$ cat config.mk
export PLATFORM = sky130hd
export DESIGN_NAME = dlp_ctrl_regs
export DESIGN_NICKNAME = d
export VERILOG_FILES = /design/src/hw/dlp_pkg.sv /design/src/hw/dlp_ctrl_regs.sv /design/src/hw/dlp_serial_port.sv
export SDC_FILE = /design/constraint.sdc
export NUM_CORES = 1
export LEC_CHECK = 0
export BUFFER_PORTS_ARGS = -buffer_cell sky130_fd_sc_hd__buf_4
export CAP_MARGIN = 20
export CORE_ASPECT_RATIO = 1.75
export CORE_UTILIZATION = 32
export DETAILED_ROUTE_END_ITERATION = 7
export HOLD_SLACK_MARGIN = 0.1
export PLACE_DENSITY = 0.46
export SYNTH_ARGS = -nofsm -noshare
export SYNTH_HDL_FRONTEND = slang
export SYNTH_SLANG_ARGS = --single-unit
export TNS_END_PERCENT = 5
$ cat constraint.sdc
create_clock -name clk -period 2.7 [get_ports clk]
set_input_delay 0 -clock clk [delete_from_list [all_inputs] [get_ports clk]]
set_output_delay 0 -clock clk [all_outputs]
set_load 0.02 [all_outputs]
$ cat src/hw/dlp_pkg.sv
// Package of shared constants for the dual line port control register bank.
// Assumes an 8-bit register space reached through the serial host port.
`default_nettype none
package dlp_pkg;
  localparam int unsigned ADDR_W = 6;
  localparam int unsigned DATA_W = 8;

  // Register offsets.
  localparam logic [5:0] OFS_REDUNDANCY = 6'h00;
  localparam logic [5:0] OFS_CH0_IRQ_EN = 6'h01;
  localparam logic [5:0] OFS_CH0_CAUSE = 6'h02;
  localparam logic [5:0] OFS_CH0_ALARM = 6'h03;
  localparam logic [5:0] OFS_CH0_TX = 6'h04;
  localparam logic [5:0] OFS_CH0_RX = 6'h05;
  localparam logic [5:0] OFS_CH0_BLOCK = 6'h06;
  localparam logic [5:0] OFS_GLB_IRQ_EN = 6'h20;
  localparam logic [5:0] OFS_GLB_PENDING = 6'h21;
  localparam logic [5:0] OFS_PART_ID = 6'h3E;
  localparam logic [5:0] OFS_REVISION = 6'h3F;

  // Field positions in the redundancy register.
  localparam int unsigned POS_TX_ON = 0;
  localparam int unsigned POS_RX_ON = 4;

  // Alarm and cause bit positions.
  localparam int unsigned POS_DMO = 0;
  localparam int unsigned POS_LOS = 1;
  localparam int unsigned POS_LOL = 2;
  localparam int unsigned POS_ALOS = 4;
  localparam int unsigned POS_DLOS = 5;
  localparam int unsigned POS_PRBS = 6;

  // Control field positions.
  localparam int unsigned POS_TX_DMON_EN = 5;
  localparam int unsigned POS_RX_MUTE = 2;

  // Values after reset.
  localparam logic [7:0] RST_REG = 8'h00;

  // Drive monitor: bit periods without a pulse before the alarm.
  localparam int unsigned DMO_BITS = 128;
  localparam logic [7:0] DMO_LIMIT = 8'h80;

  // Serial frame layout: bit counts.
  localparam logic [4:0] SER_HDR_BITS = 5'h08;
  localparam logic [4:0] SER_FRAME_BITS = 5'h10;
endpackage : dlp_pkg
`default_nettype wire

$ cat src/hw/dlp_ctrl_regs.sv
// Global and channel-0 control register bank of a two-channel line unit.
// Assumes alarm inputs and line data are synchronous to clk and that
// bit_tick pulses once per line bit period.
`default_nettype none
// Overview of operation
// Receiver enable bits 4 and 5 at 0x00.
// Transmitter drives only when bit and pin high.
// Global per-channel interrupt gate at 0x20.
// Read-only per-channel pending status at 0x21.
// Read-only part identifier at 0x3E.
// Read-only silicon revision at 0x3F.
// Channel-0 source enables, drive monitor and LOS.
// Channel-0 causes at 0x02, cleared on read.
// Live channel-0 alarms read-only at 0x03.
// Channel-0 transmit settings at 0x04.
// Channel-0 receive settings at 0x05.
// Channel-0 block settings; 0x07, 0x08 reserved.
// Drive alarm after 128 pulseless bit periods.
// Cause set on alarm change, read clears.
// Active-low interrupt output to host.
// Mute recovered data on loss when enabled.
module dlp_ctrl_regs #(
  parameter logic [7:0] PART_ID = 8'h5A, // Arbitrary value.
  parameter logic [7:0] REVISION = 8'h01 // Arbitrary value.
) (
  input wire logic clk,
  input wire logic rst,
  input wire logic cs_n,
  input wire logic sclk,
  input wire logic sdi,
  output logic sdo,
  output logic irq_n,
  input wire logic [1:0] transmitter_on_pin,
  output logic [1:0] tx_drive_en,
  output logic [1:0] rx_enable,
  input wire logic ch1_irq_req,
  input wire logic bit_tick,
  input wire logic mon_pulse,
  input wire logic rx_signal_loss_alarm,
  input wire logic rx_lock_loss_alarm,
  input wire logic analog_loss_alarm,
  input wire logic digital_loss_alarm,
  input wire logic prbs_lock_state,
  input wire logic rpos_in,
  input wire logic rneg_in,
  output logic rpos_out,
  output logic rneg_out,
  output logic [5:0] tx_settings,
  output logic [5:0] rx_settings,
  output logic [5:0] block_settings
);
  logic rd_stb, wr_stb;
  logic [5:0] addr;
  logic [7:0] wdata, rdata;

  dlp_serial_port u_port (
    .clk(clk),
    .rst(rst),
    .cs_n(cs_n),
    .sclk(sclk),
    .sdi(sdi),
    .sdo(sdo),
    .rd_stb(rd_stb),
    .wr_stb(wr_stb),
    .addr(addr),
    .wdata(wdata),
    .rdata(rdata)
  );

  logic [7:0] redund_q, redund_d;
  logic [1:0] ch_en_q, ch_en_d;
  logic [2:0] cause_q, cause_d;
  logic [1:0] gate_q, gate_d;
  logic [5:0] tx_q, tx_d;
  logic [5:0] rx_q, rx_d;
  logic [5:0] blk_q, blk_d;
  logic [7:0] gap_q, gap_d;
  logic dmo_q, dmo_d;
  logic [2:0] prev_q, prev_d;
  logic rpos_q, rpos_d, rneg_q, rneg_d;
  logic irq_n_q, irq_n_d;
  logic [2:0] live;
  logic [7:0] alarm_word;
  logic [1:0] pending;

  // Drive monitor alarm: counting only while the monitor is enabled keeps
  // the alarm quiet on channels that leave the monitor pins unconnected.
  always_comb begin
    gap_d = gap_q;
    dmo_d = dmo_q;
    if (!tx_q[dlp_pkg::POS_TX_DMON_EN]) begin
      gap_d = 8'h00;
      dmo_d = 1'b0;
    end else if (mon_pulse) begin
      gap_d = 8'h00;
      dmo_d = 1'b0;
    end else if (bit_tick && gap_q < dlp_pkg::DMO_LIMIT) begin
      gap_d = gap_q + 8'h01;
      if (gap_q + 8'h01 == dlp_pkg::DMO_LIMIT) begin
        dmo_d = 1'b1;
      end
    end
  end

  assign live = {rx_lock_loss_alarm, rx_signal_loss_alarm, dmo_q};

  always_comb begin
    alarm_word = 8'h00;
    alarm_word[dlp_pkg::POS_DMO] = dmo_q;
    alarm_word[dlp_pkg::POS_LOS] = rx_signal_loss_alarm;
    alarm_word[dlp_pkg::POS_LOL] = rx_lock_loss_alarm;
    alarm_word[dlp_pkg::POS_ALOS] = analog_loss_alarm;
    alarm_word[dlp_pkg::POS_DLOS] = digital_loss_alarm;
    alarm_word[dlp_pkg::POS_PRBS] = prbs_lock_state;
  end

  // Pending per channel; loss of lock has no source enable so it only
  // shows in the cause register and never raises the interrupt.
  assign pending[0] = gate_q[0] & |(cause_q[1:0] & ch_en_q);
  assign pending[1] = gate_q[1] & ch1_irq_req;

  // Register writes and read-clear of the cause register.
  always_comb begin
    redund_d = redund_q;
    ch_en_d = ch_en_q;
    gate_d = gate_q;
    tx_d = tx_q;
    rx_d = rx_q;
    blk_d = blk_q;
    cause_d = cause_q;
    prev_d = live;
    if (wr_stb) begin
      case (addr)
        dlp_pkg::OFS_REDUNDANCY: redund_d = wdata & 8'h33;
        dlp_pkg::OFS_CH0_IRQ_EN: ch_en_d = wdata[1:0];
        dlp_pkg::OFS_CH0_TX: tx_d = wdata[5:0] & 6'h37;
        dlp_pkg::OFS_CH0_RX: rx_d = wdata[5:0];
        dlp_pkg::OFS_CH0_BLOCK: blk_d = wdata[5:0];
        dlp_pkg::OFS_GLB_IRQ_EN: gate_d = wdata[1:0];
        default: ;
      endcase
    end
    if (rd_stb && addr == dlp_pkg::OFS_CH0_CAUSE) begin
      cause_d = 3'b000;
    end
    // A change in the clearing cycle still sets its bit.
    cause_d = cause_d | (live ^ prev_q);
  end

  // Read mux; reserved and unmapped offsets read as zero.
  always_comb begin
    case (addr)
      dlp_pkg::OFS_REDUNDANCY: rdata = redund_q;
      dlp_pkg::OFS_CH0_IRQ_EN: rdata = {6'h00, ch_en_q};
      dlp_pkg::OFS_CH0_CAUSE: rdata = {5'h00, cause_q};
      dlp_pkg::OFS_CH0_ALARM: rdata = alarm_word;
      dlp_pkg::OFS_CH0_TX: rdata = {2'b00, tx_q};
      dlp_pkg::OFS_CH0_RX: rdata = {2'b00, rx_q};
      dlp_pkg::OFS_CH0_BLOCK: rdata = {2'b00, blk_q};
      dlp_pkg::OFS_GLB_IRQ_EN: rdata = {6'h00, gate_q};
      dlp_pkg::OFS_GLB_PENDING: rdata = {6'h00, pending};
      dlp_pkg::OFS_PART_ID: rdata = PART_ID;
      dlp_pkg::OFS_REVISION: rdata = REVISION;
      default: rdata = 8'h00;
    endcase
  end

  // Line-side outputs.
  always_comb begin
    irq_n_d = ~|pending;
    rpos_d = rpos_in;
    rneg_d = rneg_in;
    if (rx_q[dlp_pkg::POS_RX_MUTE] && rx_signal_loss_alarm) begin
      rpos_d = 1'b0;
      rneg_d = 1'b0;
    end
  end

  assign tx_drive_en = redund_q[dlp_pkg::POS_TX_ON +: 2] & transmitter_on_pin;
  assign rx_enable = redund_q[dlp_pkg::POS_RX_ON +: 2];
  assign tx_settings = tx_q;
  assign rx_settings = rx_q;
  assign block_settings = blk_q;
  assign irq_n = irq_n_q;
  assign rpos_out = rpos_q;
  assign rneg_out = rneg_q;

  always_ff @(posedge clk) begin
    if (rst) begin
      redund_q <= dlp_pkg::RST_REG;
      ch_en_q <= 2'b00;
      gate_q <= 2'b00;
      tx_q <= 6'h00;
      rx_q <= 6'h00;
      blk_q <= 6'h00;
      cause_q <= 3'b000;
      prev_q <= 3'b000;
      gap_q <= 8'h00;
      dmo_q <= 1'b0;
      irq_n_q <= 1'b1;
      rpos_q <= 1'b0;
      rneg_q <= 1'b0;
    end else begin
      redund_q <= redund_d;
      ch_en_q <= ch_en_d;
      gate_q <= gate_d;
      tx_q <= tx_d;
      rx_q <= rx_d;
      blk_q <= blk_d;
      cause_q <= cause_d;
      prev_q <= prev_d;
      gap_q <= gap_d;
      dmo_q <= dmo_d;
      irq_n_q <= irq_n_d;
      rpos_q <= rpos_d;
      rneg_q <= rneg_d;
    end
  end
endmodule // dlp_ctrl_regs
`default_nettype wire

$ cat src/hw/dlp_serial_port.sv
// Serial host port front end: turns chip select, serial clock and data
// into register read and write strobes. Pins are synchronous to clk.
`default_nettype none
module dlp_serial_port (
  input wire logic clk,
  input wire logic rst,
  input wire logic cs_n,
  input wire logic sclk,
  input wire logic sdi,
  output logic sdo,
  output logic rd_stb,
  output logic wr_stb,
  output logic [5:0] addr,
  output logic [7:0] wdata,
  input wire logic [7:0] rdata
);
  logic sclk_q, sclk_d;
  logic [4:0] cnt_q, cnt_d;
  logic [15:0] in_q, in_d;
  logic [7:0] out_q, out_d;
  logic wr_pend_q, wr_pend_d;
  logic rise;

  assign rise = sclk & ~sclk_q & ~cs_n;
  // Frame: bit 0 read flag, bits 1..6 address LSB first, bit 7 unused,
  // bits 8..15 data LSB first.
  // A read decodes its address while the header still sits at the top of
  // the shifter; a write waits one cycle so address and data are in place.
  assign addr = wr_stb ? in_q[6:1] : in_q[15:10];
  assign wdata = in_q[15:8];
  assign sdo = out_q[0];

  always_comb begin
    sclk_d = sclk;
    cnt_d = cnt_q;
    in_d = in_q;
    out_d = out_q;
    rd_stb = 1'b0;
    wr_stb = wr_pend_q;
    wr_pend_d = 1'b0;
    if (cs_n) begin
      cnt_d = 5'h00;
    end else if (rise && cnt_q < dlp_pkg::SER_FRAME_BITS) begin
      in_d = {sdi, in_q[15:1]};
      cnt_d = cnt_q + 5'h01;
      if (cnt_q >= dlp_pkg::SER_HDR_BITS) begin
        out_d = {1'b0, out_q[7:1]};
      end
    end
    // Header completes on this rise: a read takes its data and clears
    // sticky bits.
    if (cnt_d == dlp_pkg::SER_HDR_BITS && cnt_q != cnt_d && in_q[9]) begin
      rd_stb = 1'b1;
    end
    if (cnt_d == dlp_pkg::SER_FRAME_BITS && cnt_q != cnt_d && !in_q[1]) begin
      wr_pend_d = 1'b1;
    end
  end

  always_ff @(posedge clk) begin
    if (rst) begin
      sclk_q <= 1'b0;
      cnt_q <= 5'h00;
      in_q <= 16'h0000;
      out_q <= 8'h00;
      wr_pend_q <= 1'b0;
    end else begin
      wr_pend_q <= wr_pend_d;
      sclk_q <= sclk_d;
      cnt_q <= cnt_d;
      in_q <= in_d;
      out_q <= rd_stb ? rdata : out_d;
    end
  end
endmodule // dlp_serial_port
`default_nettype wire

==> results.json <==
{
  "syn_area_um2": 3680,
  "synthArstFlopShare_pct": 0,
  "finish.utilization_pct": 40.5,
  "drc": 0,
  "stdcell_area_um2": 4520,
  "critPathKind": "reg2reg",
  "worst_pin_slew_ns": 0.659,
  "ys_warn_count": 0,
  "cts.clk_slew.worst_paths_ns": 0.06,
  "vias": 3206,
  "syn-num-nets": 446,
  "die_y_um": 144,
  "grt_use_total_pct": 18.3,
  "setup_tns_ns": 0,
  "core_area_um2": 11200,
  "r2r-end": "redund_q[5]$_SDFFE_PP0P_",
  "port_buffers": 41,
  "worst-path-stages": 6,
  "ys_seq_elements": 72,
  "layout-drive-gt1-share_pct": 20.0,
  "rr_worst_depth": 6,
  "min_path_type": "in2reg",
  "overflow": 0,
  "cts_tree": "built",
  "first_iter_violations": 201,
  "viasPerCell": 5.25,
  "fin_skew_ns": 0.00691,
  "critPathLaunchType": "flop",
  "grt_pass1_wl_um": 16700,
  "cp_num_buf_inv": 1,
  "first_pass_iters": 4,
  "yosysSeqAreaShare_pct": 39.2,
  "vdd_drop_max_uv": 367,
  "layoutNonFillerInstCount": 611,
  "outcome": "finished, final reports clean",
  "max_freq_mhz": 414,
  "io-pin-count": 43,
  "cts_buffer_depth": 2,
  "maxCapViolations": 0,
  "grt_max_degree": 63,
  "syn_avg_cell_area_um2": 8.66,
  "reg2reg_slack_ns": 0.29,
  "wl_per_cell_um": 17.4,
  "cp.arrival_ns": 2.61,
  "dp_hpwl_um": 7840,
  "cts_buffers": 9,
  "endpoint_kind": "flop",
  "slew_headroom_pct": 56.1,
  "cts_root_buffer": "clkbuf_16",
  "cts_resized": 0,
  "detail-route-antenna-nets": 0,
  "crit_chain": "buf_4 -> nor3b_2 -> o22ai_1 -> nor3_2 -> mux2i_1 -> nor2_1",
  "finalPower_uw": 2340,
  "htreeDepth": 3,
  "synth_flop_cell": "dfxtp_1",
  "critPathSlowestCell": "dfxtp_1",
  "start_util_pct": 33.0,
  "syn_inst": 425,
  "syn2layout_area_growth_pct": 22.8,
  "finalMaxSlewViolations": 0,
  "grt_pass1_vias": 3114,
  "synth.area.top_cells": "dfxtp_1 39%, mux2i_1 9.2%, nor2_1 5.7%, nand2_1 5.2%, a21oi_1 4.2%",
  "die_x_um": 83.1,
  "yosysUniqueCellTypes": 66,
  "cp-endpoint": "redund_q[5]$_SDFFE_PP0P_",
  "critical-path-max-stage-delay_ns": 0.70,
  "p_leak_uw": 0.00174,
  "nets": 495,
  "gp_congestion": 0.910,
  "antenna_found_initial": 0,
  "wirelength_um": 10600,
  "fin_crit_sh_pct": 89.4,
  "clk_latency_ns": 0.33,
  "r2r_start": "u_port.wr_stb$_SDFF_PP0_",
  "cp-startpoint": "u_port.wr_stb$_SDFF_PP0_",
  "setup_viol": 0,
  "netlist.top_cell.by_area": "dfxtp_1",
  "synth_edf_count": 0,
  "period_needed_ns": 2.41,
  "rsz0062_at_grt": "false",
  "required_ns": 2.90,
  "path_max_fanout": 15,
  "place_area_um2": 4110,
  "dp.cells": 583,
  "cp_top_family": "simple AND/OR/NAND/NOR gates",
  "yosys.area.top_type_share_pct": 39.2,
  "dieArea_um2": 12000,
  "power.density_nw_per_um2": 518,
  "n_antenna_cell": 0,
  "final_hold_viol_count": 0,
  "rows": 51,
  "clock_sinks": 72
}
## state kept, by name, summed over array words and instances, names as in the netlist
| signal | count |
|---|---|
| u_port.cnt_q | 5 |
| u_port.wr_stb | 1 |
| redund_q | 4 |
| rx_settings | 6 |
| gate_q | 2 |
| u_port.sclk_q | 1 |
| u_port.in_q | 15 |
| block_settings | 6 |
| prev_q | 3 |
| gap_q | 8 |
| rpos_out | 1 |
| rneg_out | 1 |
| u_port.out_q | 7 |
| tx_settings | 5 |
| irq_n | 1 |
| dmo_q | 1 |
| cause_q | 3 |
| ch_en_q | 2 |
## per-stage QoR
stage	worst slack, ns	hold WS [ns]
2_1_floorplan	0.701	0.122
3_3_place_gp	0.325	0.203
3_5_place_dp	0.301	0.211
4_1_cts	0.294	0.152
5_1_grt	0.0755	0.202
6_report	0.285	0.150
## where the power goes
group          total, µW  leakage, µW  internal, µW  switching, µW
logic                106      0.00101          48.8           57.5
clock network       1150     0.000143           679            476
registers           1080     0.000582          1070           7.26
total               2340      0.00174          1800            541
## worst min-delay path by stage
stage	slack, ns	cells past startpoint	to	from
final	0.15	4	gap_q[0]$_SDFFE_PP0P_	mon_pulse
after global routing	0.20	4	gap_q[3]$_SDFFE_PP0P_	mon_pulse
after CTS	0.15	4	gap_q[0]$_SDFFE_PP0P_	mon_pulse
after detailed placement	0.21	2	rpos_out$_SDFF_PP0_	rpos_in
after global placement	0.20	2	rneg_out$_SDFF_PP0_	rneg_in
after floorplan	0.12	1	rneg_out$_SDFF_PP0_	rneg_in
## synth_stat cells (7+ instances only)
cell type   n
dfxtp_1    72
nor2b_1     7
nand3_1     7
clkbuf_1   15
buf_2       7
nor2_1     56
mux2_2      7
a21oi_1    31
mux2i_1    34
nand2_1    51
o21ai_0    12
## final cells by class
type	instances	area [µm²]
clock buffers	11	253
repair buffers	65	518
multi-input cells	320	2080
fillers	1154	6650
inverters	6	22.5
well taps	132	165
flip-flops and latches	72	1440
clock inverters	5	38.8
## per-layer routing
metal / share of wire, % / wire, µm / global-route usage, % / vias up
met1: 40 / 4250 / 19.1 / 1522
met3: 2.8 / 298 / 3.91 / 22
met2: 53 / 5640 / 33.3 / 62
met4: 4.1 / 434 / 11.0 / 0
met5: 0 / 0 / 0 / -
li1: - / - / - / 1600
## kinds of logic (layout without fill, tap and decap cells)
logic type / Yosys count / after routing / synth area share (%)
flops: 72 / 72 / 39.2
compound gates: 87 / 87 / 15.7
xor+xnor: 11 / 11 / 2.62
fa+ha+maj: 4 / 4 / 1.36
other cells: 1 / 1 / 0.102
mux: 42 / 42 / 11.8
buf+inv: 33 / 87 / 4.32
simple gates: 175 / 175 / 24.9
## worst min-delay path, delay by kind of cell
kind / cells / cell delay, ns
and+or+nand+nor: 3 / 0.37
buffers and inverters: 1 / 0.08
## repair_timing
item                                   CTS  global route
hold buffers                            12             0
endpoints found under the hold margin   15             0
buffers inserted                         0             0
## layout by cell type, fill, tap and decap left out, types with 3 or more instances in the layout
cell type	n
a21oi_1	31
a22o_1	3
a22oi_1	3
a41oi_1	3
and2_1	5
and3b_1	3
buf_4	53
clkbuf_16	9
dfxtp_1	72
dlygate4sd3_1	12
ha_1	4
inv_1	6
mux2_2	7
mux2i_1	34
nand2_1	51
nand2b_1	5
nand3_1	7
nand3b_1	5
nand4_1	4
nor2_1	56
nor2b_1	7
nor3_1	6
nor3_2	3
nor3b_1	5
o211ai_1	3
o21ai_0	12
o22ai_1	5
o31ai_1	4
xnor2_1	6
xor2_1	5
No activity file was read; power rests on OpenSTA's default activity.
